$ cat config.mk
export PLATFORM = sky130hd
export DESIGN_NAME = sram_host
export DESIGN_NICKNAME = d
export VERILOG_FILES = /design/src/design/sram_host_pkg.sv /design/src/design/pin_sync.sv /design/src/design/sram_host.sv
export VERILOG_INCLUDE_DIRS = /design/src /design/src/design
export SDC_FILE = /design/constraint.sdc
export NUM_CORES = 1
export LEC_CHECK = 0
export ABC_AREA = 1
export BUFFER_PORTS_ARGS = -buffer_cell sky130_fd_sc_hd__buf_2
export CAP_MARGIN = 10
export CORE_UTILIZATION = 50
export CTS_BUF_LIST = sky130_fd_sc_hd__clkbuf_16
export DETAILED_ROUTE_END_ITERATION = 10
export HOLD_SLACK_MARGIN = 0.1
export PLACE_DENSITY = 0.8
export SLEW_MARGIN = 0
export SYNTH_ARGS = -nofsm -noshare
export SYNTH_HDL_FRONTEND = slang
export SYNTH_HIERARCHICAL = 1
export SYNTH_SLANG_ARGS = --single-unit
$ cat constraint.sdc
create_clock -name core_clk -period 1.6 [get_ports core_clk]
set_input_delay 0.08 -clock core_clk [delete_from_list [all_inputs] [get_ports core_clk]]
set_output_delay 0.08 -clock core_clk [all_outputs]
set_load 0.05 [all_outputs]
$ cat src/design/sram_host_consts.svh
`ifndef SRAM_HOST_CONSTS_SVH
`define SRAM_HOST_CONSTS_SVH
// ----------------------------------------
// geometry
// ----------------------------------------
`define IDX_W           12
`define CELL_COUNT      4096
// ----------------------------------------
// timing (10 mhz core clock, 100 ns period)
// ----------------------------------------
`define CLK_PERIOD_NS   100
`define CYCLE_TIME_NS   450
`define CYCLE_CLKS      ((`CYCLE_TIME_NS + `CLK_PERIOD_NS - 1) / `CLK_PERIOD_NS)
`define WPULSE_NS       200
`define WPULSE_CLKS     ((`WPULSE_NS + `CLK_PERIOD_NS - 1) / `CLK_PERIOD_NS)
`define RECOVER_CYCLES  5
`define RECOVER_CLKS    (`RECOVER_CYCLES * `CYCLE_CLKS)
`define SYNC_LAT_CLKS   3
`endif

$ cat src/design/sram_host_pkg.sv
package sram_host_pkg;
  typedef enum logic [2:0] {
    ST_IDLE  = 3'b000,
    ST_SETUP = 3'b001,
    ST_WRITE = 3'b010,
    ST_HOLD  = 3'b011,
    ST_READ  = 3'b100,
    ST_SLEEP = 3'b101,
    ST_WAKE  = 3'b110
  } state_t;

  typedef struct packed {
    logic [11:0] cell_index;
    logic        sel_n;
    logic        store_n;
    logic        din;
  } pins_t;

  typedef struct packed {
    logic        valid;
    logic        write;
    logic [11:0] cell_index;
    logic        wdata;
  } req_t;
endpackage : sram_host_pkg

$ cat src/design/pin_sync.sv
`timescale 1ns/1ps
`default_nettype none
// three-stage synchroniser; level accepted when stages two and three agree
module pin_sync (
  input  wire logic core_clk,
  input  wire logic rst,
  input  wire logic pin,
  output var  logic level
);
  typedef struct packed {
    logic s1;
    logic s2;
    logic s3;
    logic lvl;
  } sync_t;

  sync_t st_q;
  sync_t st_d;

  always_comb begin
    st_d     = st_q;
    st_d.s1  = pin;
    st_d.s2  = st_q.s1;
    st_d.s3  = st_q.s2;
    if (st_q.s2 == st_q.s3) begin
      st_d.lvl = st_q.s3;
    end
  end

  always_ff @(posedge core_clk) begin
    if (rst) begin
      st_q <= '0;
    end else begin
      st_q <= st_d;
    end
  end

  assign level = st_q.lvl;
endmodule : pin_sync
`default_nettype wire

$ cat src/design/sram_host.sv
// Contract
// device decodes twelve-bit cell index to one of 4096 one-bit cells
// host holds cell index steady for the whole write access
// deselected device ignores input and floats output; selected enables both
// selected device reads with store enable high, writes with it low
// host keeps store enable high whenever cell index changes
// selected device with store enable low stores the input bit
// output floats when deselected or writing, so pins can share wire
// read data has the polarity it was written with
// chip enable may stay low; read data stays valid during read
// before and during standby host holds chip and store enables high
// no access during standby; device keeps its contents
// after standby host waits five cycle times before normal use
// a read returns the value last written to that cell
`timescale 1ns/1ps
`include "sram_host_consts.svh"
`default_nettype none
module sram_host #(
  parameter int IDX_W       = `IDX_W,
  parameter int CYCLE_CLKS  = `CYCLE_CLKS,
  parameter int WPULSE_CLKS = `WPULSE_CLKS,
  parameter int RECOV_CLKS  = `RECOVER_CLKS
) (
  input  wire logic                  core_clk,
  input  wire logic                  rst,
  input  wire sram_host_pkg::req_t   req,
  output var  logic                  req_ready,
  output var  logic                  rd_valid,
  output var  logic                  rd_data,
  input  wire logic                  standby_req,
  output var  logic                  standby_ok,
  output var  sram_host_pkg::pins_t  pins,
  input  wire logic                  dout_pin
);
  // ----------------------------------------
  // state
  // ----------------------------------------
  typedef struct packed {
    sram_host_pkg::state_t st;
    logic [15:0]           cnt;
    sram_host_pkg::pins_t  pins;
    logic                  rdy;
    logic                  rvld;
    logic                  rdat;
    logic                  sok;
  } host_t;

  host_t s_q;
  host_t s_d;
  logic  dout_lvl;
  // read waits out the access time, then the three synchroniser stages
  localparam int SYNC_CLKS = `SYNC_LAT_CLKS;

  // off-chip output passes the three-stage synchroniser
  pin_sync u_dout_sync (
    .core_clk (core_clk),
    .rst      (rst),
    .pin      (dout_pin),
    .level    (dout_lvl)
  );

  // ----------------------------------------
  // sequencer
  // ----------------------------------------
  always_comb begin
    s_d      = s_q;
    s_d.rvld = 1'b0;
    if (s_q.cnt != 16'h0000) begin
      s_d.cnt = s_q.cnt - 16'h0001;
    end
    unique case (s_q.st)
      sram_host_pkg::ST_IDLE: begin
        s_d.pins.store_n = 1'b1;
        s_d.pins.sel_n   = 1'b1;
        if (standby_req) begin
          // both enables held high through standby
          s_d.st  = sram_host_pkg::ST_SLEEP;
          s_d.rdy = 1'b0;
          s_d.sok = 1'b1;
        end else if (req.valid) begin
          // index changes only while store enable is high
          s_d.pins.cell_index = req.cell_index[11:0];
          s_d.pins.din        = req.wdata;
          s_d.pins.sel_n      = 1'b0;
          s_d.rdy             = 1'b0;
          s_d.cnt             = 16'(CYCLE_CLKS + SYNC_CLKS);
          s_d.st = req.write ? sram_host_pkg::ST_SETUP : sram_host_pkg::ST_READ;
        end
      end
      sram_host_pkg::ST_SETUP: begin
        s_d.pins.store_n = 1'b0;
        s_d.cnt          = 16'(WPULSE_CLKS);
        s_d.st           = sram_host_pkg::ST_WRITE;
      end
      sram_host_pkg::ST_WRITE: begin
        // index and data stay put until the strobe rises
        if (s_q.cnt <= 16'h0001) begin
          s_d.pins.store_n = 1'b1;
          s_d.st           = sram_host_pkg::ST_HOLD;
        end
      end
      sram_host_pkg::ST_HOLD: begin
        s_d.pins.sel_n = 1'b1;
        s_d.rdy        = 1'b1;
        s_d.st         = sram_host_pkg::ST_IDLE;
      end
      sram_host_pkg::ST_READ: begin
        // sample once access time plus synchroniser delay have elapsed
        if (s_q.cnt == 16'h0000) begin
          s_d.rdat       = dout_lvl;
          s_d.rvld       = 1'b1;
          s_d.pins.sel_n = 1'b1;
          s_d.rdy        = 1'b1;
          s_d.st         = sram_host_pkg::ST_IDLE;
        end
      end
      sram_host_pkg::ST_SLEEP: begin
        s_d.pins.sel_n   = 1'b1;
        s_d.pins.store_n = 1'b1;
        if (!standby_req) begin
          s_d.cnt = 16'(RECOV_CLKS);
          s_d.st  = sram_host_pkg::ST_WAKE;
        end
      end
      sram_host_pkg::ST_WAKE: begin
        // no access until recovery time has passed
        if (s_q.cnt <= 16'h0001) begin
          s_d.sok = 1'b0;
          s_d.rdy = 1'b1;
          s_d.st  = sram_host_pkg::ST_IDLE;
        end
      end
      default: begin
        s_d.st = sram_host_pkg::ST_IDLE;
      end
    endcase
  end

  always_ff @(posedge core_clk) begin
    if (rst) begin
      s_q              <= '0;
      s_q.st           <= sram_host_pkg::ST_IDLE;
      s_q.pins.sel_n   <= 1'b1;
      s_q.pins.store_n <= 1'b1;
      s_q.rdy          <= 1'b1;
    end else begin
      s_q <= s_d;
    end
  end

  assign pins       = s_q.pins;
  assign req_ready  = s_q.rdy;
  assign rd_valid   = s_q.rvld;
  assign rd_data    = s_q.rdat;
  assign standby_ok = s_q.sok;

  // ----------------------------------------
  // checks
  // ----------------------------------------
  AST_INDEX_STABLE_WRITE: assert property (@(posedge core_clk) disable iff (rst)
    !s_q.pins.store_n |=> $stable(s_q.pins.cell_index) || $past(s_q.pins.store_n))
    else $error("cell index moved during write");
  AST_STROBE_HIGH_ON_CHANGE: assert property (@(posedge core_clk) disable iff (rst)
    !$stable(s_q.pins.cell_index) |-> s_q.pins.store_n && $past(s_q.pins.store_n))
    else $error("cell index changed with store enable low");
  AST_WRITE_SELECTED: assert property (@(posedge core_clk) disable iff (rst)
    !s_q.pins.store_n |-> !s_q.pins.sel_n)
    else $error("store strobe without chip enable");
  AST_STANDBY_QUIET: assert property (@(posedge core_clk) disable iff (rst)
    s_q.st == sram_host_pkg::ST_SLEEP |-> s_q.pins.sel_n && s_q.pins.store_n)
    else $error("enable low during standby");
  AST_NO_ACCESS_STANDBY: assert property (@(posedge core_clk) disable iff (rst)
    s_q.sok |-> !s_q.rdy && s_q.pins.sel_n)
    else $error("access offered during standby");
  AST_RECOVERY_WAIT: assert property (@(posedge core_clk) disable iff (rst)
    $rose(s_q.st == sram_host_pkg::ST_WAKE) |-> !s_q.rdy [*5])
    else $error("ready too soon after standby");
  AST_READ_ANSWER: assert property (@(posedge core_clk) disable iff (rst)
    $rose(s_q.st == sram_host_pkg::ST_READ) |-> ##[1:40] s_q.rvld)
    else $error("read answer missing");

  // ----------------------------------------
  // sequencing checks
  // ----------------------------------------
  AST_STROBE_IN_WRITE: assert property (@(posedge core_clk) disable iff (rst)
    !s_q.pins.store_n |-> s_q.st == sram_host_pkg::ST_WRITE)
    else $error("store strobe low outside write state");
  AST_SETUP_SELECTED: assert property (@(posedge core_clk) disable iff (rst)
    s_q.st == sram_host_pkg::ST_SETUP |-> !s_q.pins.sel_n && s_q.pins.store_n)
    else $error("setup cycle without select or with strobe low");
  AST_INDEX_ONLY_ON_TAKE: assert property (@(posedge core_clk) disable iff (rst)
    !$stable(s_q.pins.cell_index) |-> $past(s_q.st == sram_host_pkg::ST_IDLE))
    else $error("cell index changed outside request take");
  AST_WRITE_PULSE: assert property (@(posedge core_clk) disable iff (rst)
    $fell(s_q.pins.store_n) |-> (!s_q.pins.store_n) [*2] ##1 s_q.pins.store_n)
    else $error("write strobe width wrong");
  AST_DESELECT_AFTER_WRITE: assert property (@(posedge core_clk) disable iff (rst)
    $rose(s_q.pins.store_n) |=> s_q.pins.sel_n)
    else $error("select not released after write");
  AST_READ_HELD: assert property (@(posedge core_clk) disable iff (rst)
    s_q.st == sram_host_pkg::ST_READ |-> !s_q.pins.sel_n && s_q.pins.store_n && !s_q.rdy)
    else $error("read access not held");
  AST_READ_SAMPLE_TIME: assert property (@(posedge core_clk) disable iff (rst)
    $rose(s_q.st == sram_host_pkg::ST_READ) |-> ##8 s_q.st == sram_host_pkg::ST_READ ##1 s_q.rvld)
    else $error("read sampled before access and sync delay");
  AST_READ_DONE: assert property (@(posedge core_clk) disable iff (rst)
    s_q.rvld |-> s_q.pins.sel_n && s_q.rdy ##1 !s_q.rvld)
    else $error("read answer not a single pulse at release");
  AST_IDLE_QUIET: assert property (@(posedge core_clk) disable iff (rst)
    s_q.st == sram_host_pkg::ST_IDLE |-> s_q.pins.sel_n && s_q.pins.store_n)
    else $error("enable low while idle");
  AST_STANDBY_ENTRY: assert property (@(posedge core_clk) disable iff (rst)
    s_q.st == sram_host_pkg::ST_IDLE && standby_req |=> s_q.st == sram_host_pkg::ST_SLEEP && s_q.sok)
    else $error("standby not entered from idle");
  AST_SLEEP_NO_READY: assert property (@(posedge core_clk) disable iff (rst)
    s_q.st == sram_host_pkg::ST_SLEEP |-> !s_q.rdy && s_q.sok)
    else $error("ready offered while asleep");
  AST_WAKE_SPAN: assert property (@(posedge core_clk) disable iff (rst)
    $rose(s_q.st == sram_host_pkg::ST_WAKE) |-> ##24 !s_q.rdy ##1 s_q.rdy)
    else $error("recovery span wrong");
endmodule : sram_host
`default_nettype wire

==> results of run 1 <==
==> metrics by stage <==
step | setup slack (ps) | power [W] | TNS [ps]
floorplan | 57.9 | 0.00426 | 0
CTS | 9.40 | 0.00588 | 0
global route | -36.3 | 0.00675 | -213
finish | 33.2 | 0.00632 | 0
global placement | 48.1 | 0.00472 | 0
detailed placement | -20.8 | 0.00480 | -20.8
==> cells by family after synthesis <==
kind of cell | after synthesis | synth area share [%]
buffers and inverters | 47 | 11.6
DFF | 42 | 39.1
AOI/OAI and AO/OA | 36 | 9.07
adders and majority gates | 3 | 1.74
xor gates and xnor gates | 8 | 3.26
and+or+nand+nor | 162 | 35.3
==> worst min path at each step <==
stage               startpoint                  end  slack [ps]  cells after the start
finish                 req[14]              s_q[35]         240                      7
floorplan                  rst              s_q[22]         150                      1
CTS                    req[14]              s_q[35]         240                      7
global placement       req[10]             pins[12]         300                      3
global route           req[14]              s_q[35]         320                      7
detailed placement    dout_pin  u_dout_sync/st_d[2]         310                      3
==> what timing repair did <==
item / 4_1_cts / 5_1_grt
setup buffers: 0 / 6
setup endpoints to repair: 4 / 11
hold endpoints to repair: 18 / 0
pin swaps: 1 / 14
resized for setup: 3 / 30
hold buffers: 16 / 0
==> placed cells by master, fill, tap and decap left out, types with 5 or more instances in the layout <==
master,count
sky130_fd_sc_hd__dfxtp_1,39
sky130_fd_sc_hd__buf_2,37
sky130_fd_sc_hd__a21oi_1,5
sky130_fd_sc_hd__inv_2,7
sky130_fd_sc_hd__o21ai_0,23
sky130_fd_sc_hd__nor2_1,60
sky130_fd_sc_hd__nand2_2,10
sky130_fd_sc_hd__clkbuf_16,5
sky130_fd_sc_hd__dlygate4sd3_1,16
sky130_fd_sc_hd__nor2_2,12
sky130_fd_sc_hd__buf_4,12
sky130_fd_sc_hd__inv_1,17
sky130_fd_sc_hd__nand3_1,18
sky130_fd_sc_hd__xor2_1,7
sky130_fd_sc_hd__nand2_4,5
sky130_fd_sc_hd__nand2_1,41
sky130_fd_sc_hd__nor2_4,8
==> tightest hold or removal path, cell delays in order <==
cell,delay (ps)
sky130_fd_sc_hd__buf_2,100
sky130_fd_sc_hd__nand2_1,50
sky130_fd_sc_hd__nand3_1,70
sky130_fd_sc_hd__nand2_1,60
sky130_fd_sc_hd__nand2_1,50
sky130_fd_sc_hd__nand2_1,50
sky130_fd_sc_hd__nor2_1,30
==> flip-flops by register name, indices dropped and copies added, names as in the netlist <==
name,cells
u_dout_sync/st_q,1
s_q,19
req_ready,1
u_dout_sync/st_d,2
standby_ok,1
rd_data,1
rd_valid,1
u_dout_sync/level,1
pins,15
==> power by group through the flow <==
stage               Combinational [W]  Sequential, W  Clock, W
finish                        0.00369        0.00163   0.00100
global route                  0.00402        0.00167   0.00107
CTS                           0.00327        0.00159   0.00102
detailed placement            0.00319        0.00161         0
global placement              0.00311        0.00161         0
floorplan                     0.00260        0.00167         0
==> layer usage <==
metal / part of all wire, % / vias up / GRT usage (%)
met5: 0 / - / 0
met4: 2.0 / 0 / 10.1
met3: 4.3 / 12 / 5.41
met2: 53 / 59 / 42.3
met1: 41 / 921 / 23.4
li1: - / 1034 / -
==> cell type report <==
| class | instances | area, sq um |
|---|---|---|
| well taps | 50 | 62.6 |
| clock buffers | 5 | 125 |
| repair buffers | 66 | 455 |
| fillers | 288 | 1280 |
| inverters | 27 | 109 |
| clock inverters | 3 | 23.8 |
| multi-input cells | 209 | 1150 |
| flip-flops and latches | 42 | 847 |
==> results.toml, run 1 <==
[logic_synthesis]
asyncSetResetFlopFracSynth_pct = 0
yosys.cell_count.top_type = "sky130_fd_sc_hd__nor2_1"
synth_top_cell_area_share_pct = 39.1
synthesis.nets = 320
synth_sequential_area_ratio_pct = 39.1
synthCells = 298
yosys_register_bits = 42
post_synth_main_area_contributors = "sky130_fd_sc_hd__dfxtp_1, sky130_fd_sc_hd__nor2_1, sky130_fd_sc_hd__nand2_1"
post_synth_edffs = 0
postSynthAreaPerCell_sq_um = 7.22
synth-main-ff-cell = "sky130_fd_sc_hd__dfxtp_1"
synth_area_sq_um = 2150
yosys_warnings = 6
ys_types = 31
synth_area_leader_cell = "sky130_fd_sc_hd__dfxtp_1"
synth_top_cells_by_count = "sky130_fd_sc_hd__nor2_1, sky130_fd_sc_hd__nand2_1, sky130_fd_sc_hd__dfxtp_1, sky130_fd_sc_hd__o21ai_0, sky130_fd_sc_hd__inv_1"

[sta]
worstMarginPinSlew_ps = 481
final_hold_vio_count = 0
whs_ps = 245
timing_max_transition_violations_final = 0
fin_worst_skew_ps = 4.42
final.period_utilization_pct = 97.9
slew-limit-headroom_pct = 67.9
setup_viol = 0
clock.fmax_mhz = 638
final_period_minus_worst_setup_slack_ps = 1570
grt_setup_unrepaired = "true"

[cts]
clk_path_buf_depth = 2
clkSinkCount = 42
clock_tree.root_cell = "sky130_fd_sc_hd__clkbuf_16"
clk_transition_reported_paths_ps = 60
clk-insertion-delay-late_ps = 280
tritoncts_clock_tree = "done"
cts_buffers = 5
cts-htree-levels = 2

[power_and_ir_drop]
p_clk_share_pct = 15.9
power.leakage_nw = 1.35
power.switching_fraction_pct = 48.7
combinationalPowerShare_pct = 58.4
sequentialPowerShare_pct = 25.7
p_int_w = 0.00324
switching_power_w = 0.00308
ir_worst_vdd_uv = 904
p_per_area_nw_per_um2 = 2270

[worst_setup_path]
cell_at_the_slowest_stage_of_the_critical_path = "sky130_fd_sc_hd__dfxtp_4"
timing_worst_setup_path_type = "reg2reg"
worstReg2RegEnd = "req_ready"
rr_worst_depth = 13
cp_num_buf_inv = 4
crit_chain = "inv_4, ha_4, inv_2, nand2_1, nand2_1, nor2_2, nand2_2, nand2_2, nand2_4, inv_2, buf_4, nand4_1, nand3_1"
critical_path.endpoint = "req_ready"
timing.critical_path.depth = 13
worst_ep_arrival_time_ps = 1720
critical_path.max_fanout = 3
critPathRequiredTime_ps = 1750
cp-start-kind = "flop"
worstReg2RegStart = "s_q[19]"
slowest_delay_ps = 380
kind_of_cell_adding_the_most_delay_to_the_critical_path = "simple AND/OR/NAND/NOR gates"
end_kind = "flop"
worst-r2r-setup-slack_ps = 30
worstSetupStartpoint = "s_q[19]"

[grt]
global_route_wire_length_before_repair_um = 7720
grt_remaining_overflow = 0
grt_antenna_before_repair = 0
grt_max_degree = 16
gr-usage-all-layers_pct = 22.6
grt_pass1_vias = 1914

[die]
core_region_area_sq_um = 4060
die_ht_um = 67.6
floorplan.rows = 23
design.die.area_sq_um = 4570
floorplan.io_pins = 38
initial_core_util_pct = 53.0
die_width_um = 67.6

[layout]
insertedDiodeCount = 0
postLayoutCellArea_sq_um = 2780
final_cell_count_no_fill = 402
design.final.nets = 373
post-route-util_pct = 68.5
areaGrowthSynthToFinish_pct = 29.1
final_layout_size_suffix_gt1_share_pct = 32.4

[placed_design]
post-dp-hpwl_um = 3150
numPortBuffers = 37
dp.cells = 372
placement.cell_area_sq_um = 2310
routability_congestion = 0.832

[job]
maxCapViolations = 0

[detailed_routing]
antenna_left = 0
routed_wire_length_per_instance_um = 12.6
post_drt_via_cell_ratio = 5.04
remaining_drc_errors = 0
vias = 2026
wl_um = 5060
dr.pass1.iters = 4
drt_first_iter_violations = 69

[worst_hold_path]
hp-class = "in2reg"

[outcome]
status = "finished, final reports clean"
Power figures use the tool's default switching activity.
==> inputs of run 2 (changes only) <==
--- a/config.mk
+++ b/config.mk
@@ -9,11 +9,11 @@
 export ABC_AREA = 1
 export BUFFER_PORTS_ARGS = -buffer_cell sky130_fd_sc_hd__buf_2
 export CAP_MARGIN = 10
-export CORE_UTILIZATION = 50
+export CORE_UTILIZATION = 55
 export CTS_BUF_LIST = sky130_fd_sc_hd__clkbuf_16
 export DETAILED_ROUTE_END_ITERATION = 10
 export HOLD_SLACK_MARGIN = 0.1
-export PLACE_DENSITY = 0.8
+export PLACE_DENSITY = 0.84
 export SLEW_MARGIN = 0
 export SYNTH_ARGS = -nofsm -noshare
 export SYNTH_HDL_FRONTEND = slang
==> constraint.sdc (replaced) <==
create_clock -name core_clk -period 1.8 [get_ports core_clk]
set_input_delay 0.09 -clock core_clk [delete_from_list [all_inputs] [get_ports core_clk]]
set_output_delay 0.09 -clock core_clk [all_outputs]
set_load 0.05 [all_outputs]
==> run 2 against run 1 <==
Via count down 1.4%. First-iteration DRC count rose by 140%. Clock skew is 1.8 ps lower. Combinational power down 22%. Global-route usage is 1.8 points higher. Cell count down 3.2%. Sequential cell count unchanged. Sequential power fell by 12%. Non-clock buffer count decreased by 11. Critical endpoint is now s_q[33]. Largest cell class unchanged.
==> results.toml, run 2 (synthesized netlist as in run 1, its figures left out) <==
[power_and_ir_drop]
power.leakage_nw = 1.30
p_per_area_nw_per_um2 = 2030
ir_worst_vdd_uv = 1000

[die]
die_ht_um = 64.6
floorplan.io_pins = 38
initial_core_util_pct = 57.9
design.die.area_sq_um = 4170
core_region_area_sq_um = 3720
die_width_um = 64.6
floorplan.rows = 22

[sta]
worstMarginPinSlew_ps = 381
final_hold_vio_count = 0
slew-limit-headroom_pct = 74.6
final_period_minus_worst_setup_slack_ps = 1630
grt_setup_unrepaired = "false"
timing_max_transition_violations_final = 0
fin_worst_skew_ps = 2.61
final.period_utilization_pct = 90.3
setup_tns_ps = 0
clock.fmax_mhz = 615
setup_viol = 0

[cts]
cts_buffers = 5
tritoncts_clock_tree = "done"
clk-insertion-delay-late_ps = 280
clkSinkCount = 42
clk_transition_reported_paths_ps = 60
clk_path_buf_depth = 2
cts-htree-levels = 2
clock_tree.root_cell = "sky130_fd_sc_hd__clkbuf_16"

[worst_setup_path]
crit_chain = "inv_2, ha_1, nand2_1, nor2_4, nand2_4, nand2_2, nor3_2, nand3_1, nand2_1, nor2_2"
slowest_delay_ps = 350
critical_path.most_common_cell = "sky130_fd_sc_hd__nand2_1"
critical_path.max_fanout = 13
cp-start-kind = "flop"
end_kind = "flop"
timing_worst_setup_path_type = "reg2reg"
critPathRequiredTime_ps = 1970
worst_ep_arrival_time_ps = 1800
cell_at_the_slowest_stage_of_the_critical_path = "sky130_fd_sc_hd__dfxtp_1"

[placed_design]
numPortBuffers = 37
post-dp-hpwl_um = 3060
placement.cell_area_sq_um = 2270
routability_congestion = 0.852
dp.cells = 365

[layout]
postLayoutCellArea_sq_um = 2610
design.final.nets = 362
final_cell_count_no_fill = 389
areaGrowthSynthToFinish_pct = 21.2
mostFrequentLayoutCell = "sky130_fd_sc_hd__nor2_1"
largest_register = "s_q"
most_used_cells_in_the_layout_excluding_fill_and_tap_cells = "sky130_fd_sc_hd__nor2_1, sky130_fd_sc_hd__nand2_1, sky130_fd_sc_hd__dfxtp_1, sky130_fd_sc_hd__buf_2"
max_ffs_per_register = 19
final_layout_size_suffix_gt1_share_pct = 24.3
insertedDiodeCount = 0

[grt]
global_route_wire_length_before_repair_um = 7880
gr-usage-all-layers_pct = 24.4
grt_max_degree = 15
grt_remaining_overflow = 0
grt_pass1_vias = 1901
grt_antenna_before_repair = 0

[detailed_routing]
post_drt_via_cell_ratio = 5.13
drt_first_iter_violations = 169
antenna_left = 0
remaining_drc_errors = 0
dr.pass1.iters = 4
vias = 1997
wl_um = 4800
routed_wire_length_per_instance_um = 12.3

[job]
maxCapViolations = 0

[outcome]
status = "finished, final reports clean"

[worst_hold_path]
hp-class = "in2reg"
==> run 2: cell count changes in the layout (fill, tap and decap cells not counted), sizes merged <==
cell	delta
buf	-11
clkinvlp	-2
bufinv	+1
inv	+1
==> run 2: where the power goes <==
group / total [W] / switching (W) / internal (W)
registers: 0.00143 / 0.000225 / 0.00120
clock network: 0.000996 / 0.000352 / 0.000644
logic: 0.00288 / 0.00194 / 0.000935
total: 0.00531 / 0.00252 / 0.00278
==> run 2: critical path: cells and delay by family (launching register included) <==
family	cells	cell delay [ps]
fa+ha+maj	1	200
buf+inv	1	80
flops	1	350
simple gates	8	880
==> run 2: through the flow <==
step | setup WS, ps | total power, W | hold WS, ps | utilization, %
2_1_floorplan | 258 | 0.00379 | 159 | -
3_3_place_gp | 168 | 0.00410 | 303 | 61.0
3_5_place_dp | 70.2 | 0.00417 | 301 | 61.0
4_1_cts | 12.6 | 0.00522 | 260 | 69.7
5_1_grt | 4.82 | 0.00569 | 321 | 70.2
6_report | 175 | 0.00531 | 255 | 70.2
==> run 2: path summary, 6_finish.rpt <==
kind	from	end	slack (ps)	cells after the start
max	s_q[19]	s_q[33]	170	10
min	req[13]	s_q[35]	250	7
max reg2reg	s_q[19]	s_q[33]	170	10
min reg2reg	u_dout_sync/st_d[2]	u_dout_sync/st_d[1]	410	2
==> run 2: area by class of cell <==
type | count | area [sq um]
well taps | 48 | 60.1
fillers | 304 | 1110
flip-flops and latches | 42 | 841
repair buffers | 55 | 360
multi-input cells | 209 | 1080
clock inverters | 3 | 37.5
inverters | 27 | 104
clock buffers | 5 | 125
==> run 2: timing repair <==
item,4_1_cts,5_1_grt
gates resized for setup,0,5
setup endpoints to repair,0,6
setup buffers,0,0
endpoints found under the hold margin,18,0
hold buffers,16,0
==> run 2: layer usage <==
metal / vias to the layer above / GRT usage [%] / wire [um]
met3: 9 / 6.51 / 213
li1: 1013 / - / -
met5: - / 0 / 0
met4: 0 / 8.33 / 81
met2: 67 / 46.3 / 2460
met1: 908 / 25.5 / 2040
==> inputs of run 3 (changes only) <==
--- a/config.mk
+++ b/config.mk
@@ -9,13 +9,12 @@
 export ABC_AREA = 1
 export BUFFER_PORTS_ARGS = -buffer_cell sky130_fd_sc_hd__buf_2
 export CAP_MARGIN = 10
-export CORE_UTILIZATION = 55
+export CORE_UTILIZATION = 56
 export CTS_BUF_LIST = sky130_fd_sc_hd__clkbuf_16
 export DETAILED_ROUTE_END_ITERATION = 10
 export HOLD_SLACK_MARGIN = 0.1
-export PLACE_DENSITY = 0.84
+export PLACE_DENSITY = 0.85
 export SLEW_MARGIN = 0
 export SYNTH_ARGS = -nofsm -noshare
 export SYNTH_HDL_FRONTEND = slang
-export SYNTH_HIERARCHICAL = 1
 export SYNTH_SLANG_ARGS = --single-unit
==> run 3 against run 2 <==
Synthesized area rose by 4.2%. Setup slack lost 16 ps. Utilization increased by 2.3 points. Clock-buffer cell count did not move. Critical path type unchanged. Largest cell class unchanged.
==> results.toml, run 3 <==
[logic_synthesis]
synth_top_cells_by_count = "sky130_fd_sc_hd__nand2_1, sky130_fd_sc_hd__nor2_1, sky130_fd_sc_hd__dfxtp_1, sky130_fd_sc_hd__nand3_1, sky130_fd_sc_hd__inv_1"
synth_area_sq_um = 2240
yosys.cell_count.top_type = "sky130_fd_sc_hd__nand2_1"
muxShareOfSynthArea_pct = 0
asyncSetResetFlopFracSynth_pct = 0
ys_types = 35
yosys.area_share.xor_xnor_pct = 2.34
synthCells = 307
synth_compound_area_share_pct = 10.4
yosys_register_bits = 42
synth-main-ff-cell = "sky130_fd_sc_hd__dfxtp_1"
postSynthAreaPerCell_sq_um = 7.30
synth_top_cell_area_share_pct = 37.5
post_synth_edffs = 0
synth_sequential_area_ratio_pct = 37.5
main_combinational_cell_family_by_area_after_synthesis = "simple AND/OR/NAND/NOR gates"
post_synth_main_area_contributors = "sky130_fd_sc_hd__dfxtp_1, sky130_fd_sc_hd__nand2_1, sky130_fd_sc_hd__nor2_1"
synth_adder_area_share_pct = 1.67
synth_area_leader_cell = "sky130_fd_sc_hd__dfxtp_1"
yosys_warnings = 0
synthSimpleGateAreaFrac_pct = 36.2
synthesis.nets = 329

[placed_design]
post-dp-hpwl_um = 3330
numPortBuffers = 37
routability_congestion = 0.944

[worst_hold_path]
timing.hold.worst_path_depth = 3
hold-path-endpoint = "standby_ok"
hp-class = "in2reg"
min_from = "standby_req"

[detailed_routing]
vias = 2032
remaining_drc_errors = 0
antenna_left = 0
dr.pass1.iters = 4
wl_um = 5000
drt_first_iter_violations = 100
post_drt_via_cell_ratio = 5.14
routed_wire_length_per_instance_um = 12.7

[sta]
clock.fmax_mhz = 609
setup_tns_ps = 0
final_period_minus_worst_setup_slack_ps = 1640
slew-limit-headroom_pct = 72.1
final_hold_vio_count = 0
setup_viol = 0
worstMarginPinSlew_ps = 417
fin_worst_skew_ps = 5.73
timing_max_transition_violations_final = 0
final.period_utilization_pct = 91.2

[power_and_ir_drop]
p_per_area_nw_per_um2 = 1750
fin_total_pwr_w = 0.00474
power.leakage_nw = 1.26
ir_worst_vdd_uv = 1240

[cts]
clock_tree.root_cell = "sky130_fd_sc_hd__clkbuf_16"
clk-insertion-delay-late_ps = 290
clkSinkCount = 42
tritoncts_clock_tree = "done"
clk_transition_reported_paths_ps = 60
clk_path_buf_depth = 2
cts-htree-levels = 2
cts_buffers = 5

[die]
die_ht_um = 65.3
initial_core_util_pct = 59.9
die_width_um = 65.3
core_region_area_sq_um = 3740
design.die.area_sq_um = 4260
floorplan.io_pins = 38
floorplan.rows = 22

[worst_setup_path]
worstReg2RegStart = "s_q[19]"
critical_path.max_fanout = 17
worstReg2RegEnd = "s_q[36]"
cp-start-kind = "flop"
end_kind = "flop"
critPathRequiredTime_ps = 1980
worst-r2r-setup-slack_ps = 160
worst_ep_arrival_time_ps = 1820
rr_worst_depth = 11
timing_worst_setup_path_type = "reg2reg"

[outcome]
status = "finished, final reports clean"

[grt]
grt_antenna_before_repair = 0
grt_pass1_vias = 2013
gr-usage-all-layers_pct = 27.3
grt_max_degree = 21
grt_remaining_overflow = 0
global_route_wire_length_before_repair_um = 8850

[layout]
design.final.nets = 368
largest_register = "s_q"
mostFrequentLayoutCell = "sky130_fd_sc_hd__nand2_1"
areaGrowthSynthToFinish_pct = 20.9
insertedDiodeCount = 0
final_layout_size_suffix_gt1_share_pct = 25.1
most_used_cells_in_the_layout_excluding_fill_and_tap_cells = "sky130_fd_sc_hd__nand2_1, sky130_fd_sc_hd__nor2_1, sky130_fd_sc_hd__dfxtp_1, sky130_fd_sc_hd__buf_2, sky130_fd_sc_hd__nand3_1"
max_ffs_per_register = 19
final.fill_count = 307

[job]
maxCapViolations = 0
[run 3: metal layers]
layer  share of wire (%)  wire length [um]  vias to the layer above  GRT usage [%]
met5                   0                 0                        -              0
met4                 2.2               109                        0           10.6
met3                 5.6               279                        9           7.64
met2                  50              2480                       51           48.3
met1                  43              2130                      927           30.8
li1                    -                 -                     1045              -
[run 3: cells by family (layout without fill, tap and decap cells)]
logic type               after synthesis  count (layout)
XOR/XNOR                               6               6
adder cells (fa/ha/maj)                3               3
flip-flops                            42              42
AO/OA/AOI/OAI                         39              39
buffers and inverters                 52              92
AND/OR/NAND/NOR                      165             165
[run 3: worst max-delay path by stage]
stage,startpoint,endpoint,slack [ps],cells after the start
final,s_q[19],s_q[36],160,11
after global routing,s_q[19],s_q[36],-10,14
after CTS,s_q[19],s_q[36],80,13
after detailed placement,s_q[19],s_q[36],100,13
after global placement,s_q[19],s_q[36],210,13
after floorplan,s_q[19],s_q[37],320,13
[run 3: per-stage QoR]
stage | cell area [sq um] | setup WS [ps] | util (%) | std cells | hold WS, ps
6_report | 2710 | 159 | 72.4 | 395 | 139
5_1_grt | 2710 | -14.8 | 72.4 | 395 | 165
4_1_cts | 2690 | 78.3 | 71.9 | 395 | 140
3_5_place_dp | 2360 | 97.4 | 63.1 | 373 | 304
3_3_place_gp | 2360 | 213 | 63.1 | 373 | 291
2_1_floorplan | 2240 | 317 | - | 307 | 197
[run 3: area by class of cell]
type / count / area [sq um] / share of cell area [%]
multi-input cells: 213 / 1160 / 42.7
flip-flops and latches: 42 / 841 / 31.0
clock inverters: 3 / 63.8 / 2.35
repair buffers: 55 / 355 / 13.1
well taps: 48 / 60.1 / 2.22
inverters: 29 / 109 / 4.01
clock buffers: 5 / 125 / 4.61
[run 3: power breakdown]
part	switching, W	leakage, nW	total (W)	internal (W)
Clock	0.000364	0.0915	0.00115	0.000790
Sequential	0.000184	0.344	0.00130	0.00111
Combinational	0.00151	0.826	0.00229	0.000780
Total	0.00205	1.26	0.00474	0.00268
[run 3: worst max-delay path, cell delays in order (launching register included)]
cell                      delay (ps)
sky130_fd_sc_hd__dfxtp_1         350
sky130_fd_sc_hd__inv_2           120
sky130_fd_sc_hd__ha_1            160
sky130_fd_sc_hd__nand2_1          90
sky130_fd_sc_hd__nor2_4          170
sky130_fd_sc_hd__nand2_8         120
sky130_fd_sc_hd__nand2_2         100
sky130_fd_sc_hd__nand2_1          60
sky130_fd_sc_hd__nor2_2           90
sky130_fd_sc_hd__nand2_2          80
sky130_fd_sc_hd__nor2_1          140
sky130_fd_sc_hd__nor2_2           60
[run 3: what timing repair did]
| action | in CTS | in global routing |
|---|---|---|
| hold endpoints to repair | 14 | 0 |
| endpoints found under the setup margin | 0 | 6 |
| hold buffers | 14 | 0 |
| gates resized for setup | 0 | 4 |
| buffers inserted | 0 | 0 |
